[src/verilog/color_matrix_map.vh]
// Register map, field positions, reset values and coefficient constants
`ifndef COLOR_MATRIX_MAP_VH
`define COLOR_MATRIX_MAP_VH

`define CM_ADDR_MODE 8'h01
`define CM_ADDR_OUTCTL 8'h02
`define CM_ADDR_LUMA_LOW 8'h03
`define CM_ADDR_CHROMA_LOW 8'h04
`define CM_ADDR_LUMA_HIGH 8'h05
`define CM_ADDR_GPB_HIGH 8'h06
`define CM_ADDR_GPR_HIGH 8'h07
`define CM_ADDR_BLUE_HIGH 8'h08
`define CM_ADDR_RED_HIGH 8'h09
`define CM_ADDR_TESTPAT 8'h31
`define CM_ADDR_SYNCCTL 8'h35
`define CM_ADDR_SDINPUT 8'h87

`define CM_MODE_MSB 6
`define CM_MODE_LSB 4
`define CM_BIT_YPRPB_OUT 5
`define CM_BIT_RGB_SYNC 4
`define CM_BIT_MANUAL 3
`define CM_BIT_TESTPAT 2
`define CM_BIT_PBPR_SYNC 2
`define CM_BIT_RGB_IN 7

`define CM_RST_MODE 3'h0
`define CM_RST_OUTCTL 3'h0
`define CM_RST_LUMA_LOW 8'h03
`define CM_RST_CHROMA_LOW 8'hf0
`define CM_RST_LUMA_HIGH 8'h4e
`define CM_RST_GPB_HIGH 8'h0e
`define CM_RST_GPR_HIGH 8'h24
`define CM_RST_BLUE_HIGH 8'h92
`define CM_RST_RED_HIGH 8'h7c

`define CM_MODE_SD 3'h0
`define CM_MODE_ED 3'h1
`define CM_MODE_HD 3'h2

`define CM_UNITY 10'h13b
`define CM_HD_GY 10'h13b
`define CM_HD_GU 10'h03b
`define CM_HD_GV 10'h093
`define CM_HD_BU 10'h248
`define CM_HD_RV 10'h1f0
`define CM_ED_GY 10'h13b
`define CM_ED_GU 10'h06c
`define CM_ED_GV 10'h0e1
`define CM_ED_BU 10'h22e
`define CM_ED_RV 10'h1ba

`define CM_FWD_YG 10'h0b9
`define CM_FWD_YB 10'h024
`define CM_FWD_YR 10'h05e
`define CM_FWD_BG 10'h068
`define CM_FWD_BB 10'h09e
`define CM_FWD_BR 10'h035
`define CM_FWD_RG 10'h084
`define CM_FWD_RB 10'h01a
`define CM_FWD_RR 10'h09e

`define CM_LUMA_OFS 10'h040
`define CM_CHROMA_OFS 10'h200
`define CM_RECIP 13'h0d01
`define CM_RECIP_SHIFT 20
`define CM_CODE_MAX 10'h3ff

`endif

[src/verilog/color_matrix_row.v]
// One output row of the colour matrix: three scaled terms, round, clamp
`timescale 1ns/100ps
`include "color_matrix_map.vh"

module color_matrix_row (
    input wire core_clk,
    input wire rst,
    input wire signed [10:0] x0,
    input wire signed [10:0] x1,
    input wire signed [10:0] x2,
    input wire [9:0] c0,
    input wire [9:0] c1,
    input wire [9:0] c2,
    input wire n0,
    input wire n1,
    input wire n2,
    input wire [9:0] out_offset,
    output reg [9:0] result
);
    wire signed [21:0] p0 = $signed({1'b0, c0}) * x0;
    wire signed [21:0] p1 = $signed({1'b0, c1}) * x1;
    wire signed [21:0] p2 = $signed({1'b0, c2}) * x2;
    wire signed [23:0] e0 = {{2{p0[21]}}, p0};
    wire signed [23:0] e1 = {{2{p1[21]}}, p1};
    wire signed [23:0] e2 = {{2{p2[21]}}, p2};
    // Magnitudes are stored, so the sign of each term is applied here
    wire signed [23:0] s0 = n0 ? -e0 : e0;
    wire signed [23:0] s1 = n1 ? -e1 : e1;
    wire signed [23:0] s2 = n2 ? -e2 : e2;
    wire signed [23:0] sum = s0 + s1 + s2;
    // Divide by 315 via a reciprocal; it errs slightly high so 315 is exact
    wire signed [37:0] scaled = sum * $signed({1'b0, `CM_RECIP});
    wire signed [37:0] rounded = scaled + 38'h0_0008_0000;
    wire signed [17:0] quot = rounded[37:`CM_RECIP_SHIFT];
    wire signed [17:0] adj = quot + $signed({8'h00, out_offset});

    always @(posedge core_clk or posedge rst) begin
        if (rst) begin
            result <= 10'h000;
        end else if (adj < 18'sh0_0000) begin
            result <= 10'h000;
        end else if (adj > $signed({8'h00, `CM_CODE_MAX})) begin
            result <= `CM_CODE_MAX;
        end else begin
            result <= adj[9:0];
        end
    end
endmodule

[src/verilog/video_color_space_matrix.v]
// Colour space conversion matrix with its control registers
`timescale 1ns/100ps
`include "color_matrix_map.vh"

module video_color_space_matrix (
    input wire core_clk,
    input wire rst,
    input wire [7:0] reg_addr,
    input wire [7:0] reg_wdata,
    input wire reg_wr,
    input wire reg_rd,
    output reg [7:0] reg_rdata,
    output reg reg_rvalid,
    input wire pix_valid,
    input wire [9:0] pix_luma_g,
    input wire [9:0] pix_cb_b,
    input wire [9:0] pix_cr_r,
    output reg out_valid,
    output wire [9:0] out_y_g,
    output wire [9:0] out_pb_b,
    output wire [9:0] out_pr_r,
    output wire [9:0] enc_y,
    output wire [9:0] enc_cb,
    output wire [9:0] enc_cr,
    output reg out_is_rgb,
    output wire sync_on_rgb_en,
    output wire sync_on_pbpr_en,
    output wire test_pattern_en
);
    reg [2:0] mode_reg;
    reg yprpb_out_reg;
    reg rgb_sync_reg;
    reg manual_reg;
    reg [7:0] luma_low_reg;
    reg [7:0] chroma_low_reg;
    reg [7:0] luma_high_reg;
    reg [7:0] gpb_high_reg;
    reg [7:0] gpr_high_reg;
    reg [7:0] blue_high_reg;
    reg [7:0] red_high_reg;
    reg testpat_reg;
    reg pbpr_sync_reg;
    reg rgb_in_reg;
    reg [7:0] rdata_next;

    always @(posedge core_clk or posedge rst) begin
        if (rst) begin
            mode_reg <= `CM_RST_MODE;
            yprpb_out_reg <= 1'b0;
            rgb_sync_reg <= 1'b0;
            manual_reg <= 1'b0;
            luma_low_reg <= `CM_RST_LUMA_LOW;
            chroma_low_reg <= `CM_RST_CHROMA_LOW;
            luma_high_reg <= `CM_RST_LUMA_HIGH;
            gpb_high_reg <= `CM_RST_GPB_HIGH;
            gpr_high_reg <= `CM_RST_GPR_HIGH;
            blue_high_reg <= `CM_RST_BLUE_HIGH;
            red_high_reg <= `CM_RST_RED_HIGH;
            testpat_reg <= 1'b0;
            pbpr_sync_reg <= 1'b0;
            rgb_in_reg <= 1'b0;
        end else if (reg_wr) begin
            case (reg_addr)
                `CM_ADDR_MODE: begin
                    mode_reg <= reg_wdata[`CM_MODE_MSB:`CM_MODE_LSB];
                end
                `CM_ADDR_OUTCTL: begin
                    yprpb_out_reg <= reg_wdata[`CM_BIT_YPRPB_OUT];
                    rgb_sync_reg <= reg_wdata[`CM_BIT_RGB_SYNC];
                    manual_reg <= reg_wdata[`CM_BIT_MANUAL];
                end
                `CM_ADDR_LUMA_LOW: begin
                    luma_low_reg <= reg_wdata;
                end
                `CM_ADDR_CHROMA_LOW: begin
                    chroma_low_reg <= reg_wdata;
                end
                `CM_ADDR_LUMA_HIGH: begin
                    luma_high_reg <= reg_wdata;
                end
                `CM_ADDR_GPB_HIGH: begin
                    gpb_high_reg <= reg_wdata;
                end
                `CM_ADDR_GPR_HIGH: begin
                    gpr_high_reg <= reg_wdata;
                end
                `CM_ADDR_BLUE_HIGH: begin
                    blue_high_reg <= reg_wdata;
                end
                `CM_ADDR_RED_HIGH: begin
                    red_high_reg <= reg_wdata;
                end
                `CM_ADDR_TESTPAT: begin
                    testpat_reg <= reg_wdata[`CM_BIT_TESTPAT];
                end
                `CM_ADDR_SYNCCTL: begin
                    pbpr_sync_reg <= reg_wdata[`CM_BIT_PBPR_SYNC];
                end
                `CM_ADDR_SDINPUT: begin
                    rgb_in_reg <= reg_wdata[`CM_BIT_RGB_IN];
                end
                default: begin
                end
            endcase
        end
    end

    // Only the fields this block owns read back; other bits read as zero
    always @* begin
        rdata_next = 8'h00;
        case (reg_addr)
            `CM_ADDR_MODE: rdata_next[`CM_MODE_MSB:`CM_MODE_LSB] = mode_reg;
            `CM_ADDR_OUTCTL: begin
                rdata_next[`CM_BIT_YPRPB_OUT] = yprpb_out_reg;
                rdata_next[`CM_BIT_RGB_SYNC] = rgb_sync_reg;
                rdata_next[`CM_BIT_MANUAL] = manual_reg;
            end
            `CM_ADDR_LUMA_LOW: rdata_next = luma_low_reg;
            `CM_ADDR_CHROMA_LOW: rdata_next = chroma_low_reg;
            `CM_ADDR_LUMA_HIGH: rdata_next = luma_high_reg;
            `CM_ADDR_GPB_HIGH: rdata_next = gpb_high_reg;
            `CM_ADDR_GPR_HIGH: rdata_next = gpr_high_reg;
            `CM_ADDR_BLUE_HIGH: rdata_next = blue_high_reg;
            `CM_ADDR_RED_HIGH: rdata_next = red_high_reg;
            `CM_ADDR_TESTPAT: rdata_next[`CM_BIT_TESTPAT] = testpat_reg;
            `CM_ADDR_SYNCCTL: rdata_next[`CM_BIT_PBPR_SYNC] = pbpr_sync_reg;
            `CM_ADDR_SDINPUT: rdata_next[`CM_BIT_RGB_IN] = rgb_in_reg;
            default: rdata_next = 8'h00;
        endcase
    end

    always @(posedge core_clk or posedge rst) begin
        if (rst) begin
            reg_rdata <= 8'h00;
            reg_rvalid <= 1'b0;
        end else begin
            reg_rvalid <= reg_rd;
            if (reg_rd) begin
                reg_rdata <= rdata_next;
            end
        end
    end

    assign sync_on_rgb_en = rgb_sync_reg;
    assign sync_on_pbpr_en = pbpr_sync_reg;
    assign test_pattern_en = testpat_reg;

    // Ten-bit coefficients from high byte and two low bits
    wire [9:0] luma_gain_coef =
        {luma_high_reg, luma_low_reg[1:0]};
    wire [9:0] green_from_pb_coef =
        {gpb_high_reg, chroma_low_reg[7:6]};
    wire [9:0] green_from_pr_coef =
        {gpr_high_reg, chroma_low_reg[5:4]};
    wire [9:0] blue_from_pb_coef =
        {blue_high_reg, chroma_low_reg[3:2]};
    wire [9:0] red_from_pr_coef =
        {red_high_reg, chroma_low_reg[1:0]};

    wire standard_definition = (mode_reg == `CM_MODE_SD);
    wire enhanced_high_definition = ~standard_definition;
    // RGB input is honoured only in standard definition
    wire rgb_in = standard_definition & rgb_in_reg;
    // Test patterns bypass the programmable matrix
    wire manual_active = enhanced_high_definition & manual_reg &
        ~testpat_reg;

    reg pix_vld_reg;
    reg [9:0] pa_reg;
    reg [9:0] pb_reg;
    reg [9:0] pc_reg;
    reg rgb_in_d_reg;

    always @(posedge core_clk or posedge rst) begin
        if (rst) begin
            pix_vld_reg <= 1'b0;
            pa_reg <= 10'h000;
            pb_reg <= 10'h000;
            pc_reg <= 10'h000;
            rgb_in_d_reg <= 1'b0;
            out_valid <= 1'b0;
            out_is_rgb <= 1'b0;
        end else begin
            pix_vld_reg <= pix_valid;
            out_valid <= pix_vld_reg;
            out_is_rgb <= ~yprpb_out_reg;
            rgb_in_d_reg <= rgb_in;
            if (pix_valid) begin
                pa_reg <= pix_luma_g;
                pb_reg <= pix_cb_b;
                pc_reg <= pix_cr_r;
            end
        end
    end

    // Remove black level, and chroma midpoint unless the input is RGB, before the products
    wire [9:0] ofs_b = rgb_in_d_reg ? `CM_LUMA_OFS : `CM_CHROMA_OFS;
    wire signed [10:0] xa = $signed({1'b0, pa_reg}) -
        $signed({1'b0, `CM_LUMA_OFS});
    wire signed [10:0] xb = $signed({1'b0, pb_reg}) - $signed({1'b0, ofs_b});
    wire signed [10:0] xc = $signed({1'b0, pc_reg}) - $signed({1'b0, ofs_b});

    reg [9:0] gy_sel;
    reg [9:0] gu_sel;
    reg [9:0] gv_sel;
    reg [9:0] bu_sel;
    reg [9:0] rv_sel;

    // Automatic coefficients follow the input mode unless manual is on
    always @* begin
        if (manual_active) begin
            gy_sel = luma_gain_coef;
            gu_sel = green_from_pb_coef;
            gv_sel = green_from_pr_coef;
            bu_sel = blue_from_pb_coef;
            rv_sel = red_from_pr_coef;
        end else begin
            case (mode_reg)
                `CM_MODE_HD: begin
                    gy_sel = `CM_HD_GY;
                    gu_sel = `CM_HD_GU;
                    gv_sel = `CM_HD_GV;
                    bu_sel = `CM_HD_BU;
                    rv_sel = `CM_HD_RV;
                end
                default: begin
                    gy_sel = `CM_ED_GY;
                    gu_sel = `CM_ED_GU;
                    gv_sel = `CM_ED_GV;
                    bu_sel = `CM_ED_BU;
                    rv_sel = `CM_ED_RV;
                end
            endcase
        end
    end

    // Row terms: lane a is luma or green, b is Cb or blue, c is Cr or red
    reg [9:0] c00, c01, c02, c10, c11, c12, c20, c21, c22;
    reg n01, n02, n10, n12, n20, n21;
    reg [9:0] off0, off1, off2;

    always @* begin
        c00 = 10'h000;
        c01 = 10'h000;
        c02 = 10'h000;
        c10 = 10'h000;
        c11 = 10'h000;
        c12 = 10'h000;
        c20 = 10'h000;
        c21 = 10'h000;
        c22 = 10'h000;
        n01 = 1'b0;
        n02 = 1'b0;
        n10 = 1'b0;
        n12 = 1'b0;
        n20 = 1'b0;
        n21 = 1'b0;
        off0 = `CM_LUMA_OFS;
        off1 = `CM_LUMA_OFS;
        off2 = `CM_LUMA_OFS;
        if (rgb_in_d_reg && yprpb_out_reg) begin
            c00 = `CM_FWD_YG;
            c01 = `CM_FWD_YB;
            c02 = `CM_FWD_YR;
            c10 = `CM_FWD_BG;
            c11 = `CM_FWD_BB;
            c12 = `CM_FWD_BR;
            c20 = `CM_FWD_RG;
            c21 = `CM_FWD_RB;
            c22 = `CM_FWD_RR;
            n10 = 1'b1;
            n12 = 1'b1;
            n20 = 1'b1;
            n21 = 1'b1;
            off1 = `CM_CHROMA_OFS;
            off2 = `CM_CHROMA_OFS;
        end else if (rgb_in_d_reg) begin
            c00 = `CM_UNITY;
            c11 = `CM_UNITY;
            c22 = `CM_UNITY;
        end else if (yprpb_out_reg) begin
            // Manual mode scales each component; automatic passes through
            c00 = manual_active ? gy_sel : `CM_UNITY;
            c11 = manual_active ? bu_sel : `CM_UNITY;
            c22 = manual_active ? rv_sel : `CM_UNITY;
            off1 = `CM_CHROMA_OFS;
            off2 = `CM_CHROMA_OFS;
        end else begin
            c00 = gy_sel;
            c01 = gu_sel;
            c02 = gv_sel;
            n01 = 1'b1;
            n02 = 1'b1;
            c10 = gy_sel;
            c11 = bu_sel;
            c20 = gy_sel;
            c22 = rv_sel;
        end
    end

    // Encoder feed stays YCrCb whatever the component output selection
    wire [9:0] e00 = rgb_in_d_reg ? `CM_FWD_YG : `CM_UNITY;
    wire [9:0] e01 = rgb_in_d_reg ? `CM_FWD_YB : 10'h000;
    wire [9:0] e02 = rgb_in_d_reg ? `CM_FWD_YR : 10'h000;
    wire [9:0] e10 = rgb_in_d_reg ? `CM_FWD_BG : 10'h000;
    wire [9:0] e11 = rgb_in_d_reg ? `CM_FWD_BB : `CM_UNITY;
    wire [9:0] e12 = rgb_in_d_reg ? `CM_FWD_BR : 10'h000;
    wire [9:0] e20 = rgb_in_d_reg ? `CM_FWD_RG : 10'h000;
    wire [9:0] e21 = rgb_in_d_reg ? `CM_FWD_RB : 10'h000;
    wire [9:0] e22 = rgb_in_d_reg ? `CM_FWD_RR : `CM_UNITY;

    color_matrix_row row_out0 (.core_clk(core_clk), .rst(rst),
        .x0(xa), .x1(xb), .x2(xc), .c0(c00), .c1(c01), .c2(c02),
        .n0(1'b0), .n1(n01), .n2(n02), .out_offset(off0),
        .result(out_y_g));
    color_matrix_row row_out1 (.core_clk(core_clk), .rst(rst),
        .x0(xa), .x1(xb), .x2(xc), .c0(c10), .c1(c11), .c2(c12),
        .n0(n10), .n1(1'b0), .n2(n12), .out_offset(off1),
        .result(out_pb_b));
    color_matrix_row row_out2 (.core_clk(core_clk), .rst(rst),
        .x0(xa), .x1(xb), .x2(xc), .c0(c20), .c1(c21), .c2(c22),
        .n0(n20), .n1(n21), .n2(1'b0), .out_offset(off2),
        .result(out_pr_r));
    color_matrix_row row_enc0 (.core_clk(core_clk), .rst(rst),
        .x0(xa), .x1(xb), .x2(xc), .c0(e00), .c1(e01), .c2(e02),
        .n0(1'b0), .n1(1'b0), .n2(1'b0), .out_offset(`CM_LUMA_OFS),
        .result(enc_y));
    color_matrix_row row_enc1 (.core_clk(core_clk), .rst(rst),
        .x0(xa), .x1(xb), .x2(xc), .c0(e10), .c1(e11), .c2(e12),
        .n0(rgb_in_d_reg), .n1(1'b0), .n2(rgb_in_d_reg),
        .out_offset(`CM_CHROMA_OFS), .result(enc_cb));
    color_matrix_row row_enc2 (.core_clk(core_clk), .rst(rst),
        .x0(xa), .x1(xb), .x2(xc), .c0(e20), .c1(e21), .c2(e22),
        .n0(rgb_in_d_reg), .n1(rgb_in_d_reg), .n2(1'b0),
        .out_offset(`CM_CHROMA_OFS), .result(enc_cr));
endmodule

[config.mk]
export PLATFORM = sky130hd
export DESIGN_NAME = video_color_space_matrix
export DESIGN_NICKNAME = d
export VERILOG_FILES = /design/src/verilog/color_matrix_row.v /design/src/verilog/video_color_space_matrix.v
export VERILOG_INCLUDE_DIRS = /design/src /design/src/verilog
export SDC_FILE = /design/constraint.sdc
export NUM_CORES = 2
export LEC_CHECK = 0
export BUFFER_PORTS_ARGS = -buffer_cell sky130_fd_sc_hd__buf_4
export CAP_MARGIN = 5
export CORE_ASPECT_RATIO = 1.25
export CORE_MARGIN = 5
export CORE_UTILIZATION = 40
export DETAILED_ROUTE_END_ITERATION = 10
export SYNTH_ARGS = -nofsm -noshare
export SYNTH_HDL_FRONTEND = slang
export SYNTH_SLANG_ARGS = --single-unit
[constraint.sdc]
create_clock -name core_clk -period 35.2 [get_ports core_clk]
set_input_delay 3.52 -clock core_clk [delete_from_list [all_inputs] [get_ports core_clk]]
set_output_delay 3.52 -clock core_clk [all_outputs]
set_load 0.02 [all_outputs]
==> impl_metrics.yaml <==
outcome:
  outcome: "finished, final reports clean"
detailed_routing:
  drt_wl_total_um: 268000
  drt_iter0_drc: 4373
  firstDrtPassIters: 6
  vias: 68600
  ant_nets: 0
  routedWlPerCell_um: 21.2
  drc: 0
  viasPerCell: 5.41
synthesis:
  ys_ff_latch: 168
  async_reset_ff_share_pct: 100
  yosys_warnings: 0
  ys_types: 99
  ys_seq_area_share_pct: 4.90
  syn_area_per_cell_um2: 8.88
  netlist_top_cells_count: "inv_1, ha_1, fa_1, nand2_1, nor2_1"
  syn_area_mm2: 0.0864
  netlist_top_cells_area: "fa_1, ha_1, inv_1"
  synthCells: 9725
  yosysTopAreaCellShare_pct: 30.7
  yosys.area.top_type: "fa_1"
  ys.flop_type: "dfrtp_1"
  synth_edf_count: 0
  post-synth-top-count-cell: "inv_1"
sta:
  finalClockSkew_ns: 0.0271
  finalCritPeriodShare_pct: 53.7
  maxSlewHeadroom_pct: 11.4
  fmax_ghz: 0.0529
  tightest_slew_ns: 1.32
  setup_viol: 0
  rsz0062_at_grt: "no"
  fin_crit_ns: 18.89
  finalSetupTns_ns: 0
  hold_violations: 0
  finalMaxSlewViolations: 0
grt:
  grt_pass1_wl_um: 417000
  antenna_found_initial: 21
  grt_util_all_layers_pct: 23.9
  grt_max_degree: 118
  overflow: 0
  grt_pass1_vias: 72500
critical_path:
  required_ns: 35.64
  path_max_fanout: 19
  slowest_delay_ns: 0.77
  start_kind: "flip-flop"
  slowest_stage: "and2_1"
  critPathArrivalTime_ns: 19.33
  cpMostUsedCell: "fa_1"
  endpoint_kind: "flip-flop"
  crit_type: "reg -> reg"
final_layout:
  drive_gt1_share_pct: 5.04
  syn2layout_area_growth_pct: 6.20
  nNetsFinal: 12800
clock_network:
  cts_resized: 0
  clk_pin_slew_ns: 0.10
  cts_tree: "yes"
  root_buffer: "clkbuf_16"
  clock_latency_ns: 0.58
  clk_path_buf_depth: 2
  cts.sinks: 168
  cts_setup_buffers: 0
  htree_levels: 4
  cts_buffers: 17
  hold_buffers: 0
placement:
  dp_hpwl_um: 231000
  port_buffers: 124
  gp_congestion: 0.970
floorplanning:
  io-pin-count: 125
  row_count: 190
  core_mm2: 0.215
  start_util_pct: 40.2
  die_h_um: 530
  chipWidth_um: 426
  dieArea_mm2: 0.225
hold_path:
  hp-class: "reg -> reg"
run:
  max_cap_violations: 0
[cells by family after synthesis]
family	count (synthesis)	synth area share [%]
fa+ha+maj	2948	54.2
simple gates	2320	12.8
buf+inv	2155	9.37
compound gates	1381	10.6
xor+xnor	634	6.49
flops	168	4.90
mux	117	1.60
other cells	2	0.00869
[layer usage]
layer / GRT usage (%) / share of wire [%] / up-vias
li1: - / - / 31800
met1: 28.6 / 39 / 34300
met3: 2.91 / 5.1 / 526
met5: 0 / 0 / -
met4: 12.8 / 6.4 / 0
met2: 42.1 / 49 / 1988
[worst max-delay path: cells and delay by family (launching register included)]
kind | cells | cell delay, ns
fa+ha+maj | 18 | 7.94
buf+inv | 8 | 0.61
compound gates | 15 | 3.38
xor+xnor | 4 | 1.56
flops | 1 | 0.43
simple gates | 12 | 4.19
mux | 1 | 0.63
[final timing paths]
check,start,endpoint,slack [ns],cells after the start
max,test_pattern_en,row_out0.result[0],16.31,58
min,pix_vld_reg,out_valid,0.36,0
max reg2reg,test_pattern_en,row_out0.result[0],16.31,58
min reg2reg,pix_vld_reg,out_valid,0.36,0
max in group asynchronous,rst,row_enc2.result[9],30.04,4
min in group asynchronous,rst,row_out1.result[5],3.03,2
[through the flow]
stage / area, um^2 / setup WS, ns / instances / hold slack (ns) / util [%]
after floorplan: 86500 / 17.74 / 9749 / 0.331 / -
after global placement: 91100 / 16.74 / 12600 / 0.346 / 42.4
after detailed placement: 91100 / 16.40 / 12600 / 0.347 / 42.4
after CTS: 91700 / 16.25 / 12700 / 0.366 / 42.7
after global routing: 91700 / 15.18 / 12700 / 0.378 / 42.7
final: 91700 / 16.31 / 12700 / 0.364 / 42.7
[area by class of cell]
| cell class | instances | area [um^2] |
|---|---|---|
| fill | 21300 | 123000 |
| multi-input combinational | 7426 | 74300 |
| tap | 2880 | 3600 |
| clock inverter | 15 | 214 |
| inverter | 1928 | 7240 |
| timing repair buffer | 230 | 1740 |
| antenna | 12 | 30.0 |
| clock buffer | 17 | 425 |
| sequential | 168 | 4240 |
[cell usage in the layout (no fill, tap or decap), types with 38 or more instances in the layout]
cell	Yosys	routed
a211oi_1	55	55
a21o_1	135	135
a21oi_1	333	331
a31oi_1	53	53
and2_1	167	167
and3_1	71	71
buf_4	0	228
dfrtp_1	145	143
fa_1	1325	1325
ha_1	1623	1623
inv_1	1924	1922
mux2_2	90	90
nand2_1	719	718
nand2b_1	72	72
nand3_1	151	151
nor2_1	636	634
nor2b_1	61	61
nor3_1	130	130
nor4_1	43	41
o21a_1	79	79
o21ai_0	304	304
o31ai_1	38	38
or2_2	43	43
or3_1	50	50
xnor2_1	423	419
xor2_1	206	205
Power is not shown: default switching activity piles up to over one toggle a cycle in this logic, so the estimate is an artifact.
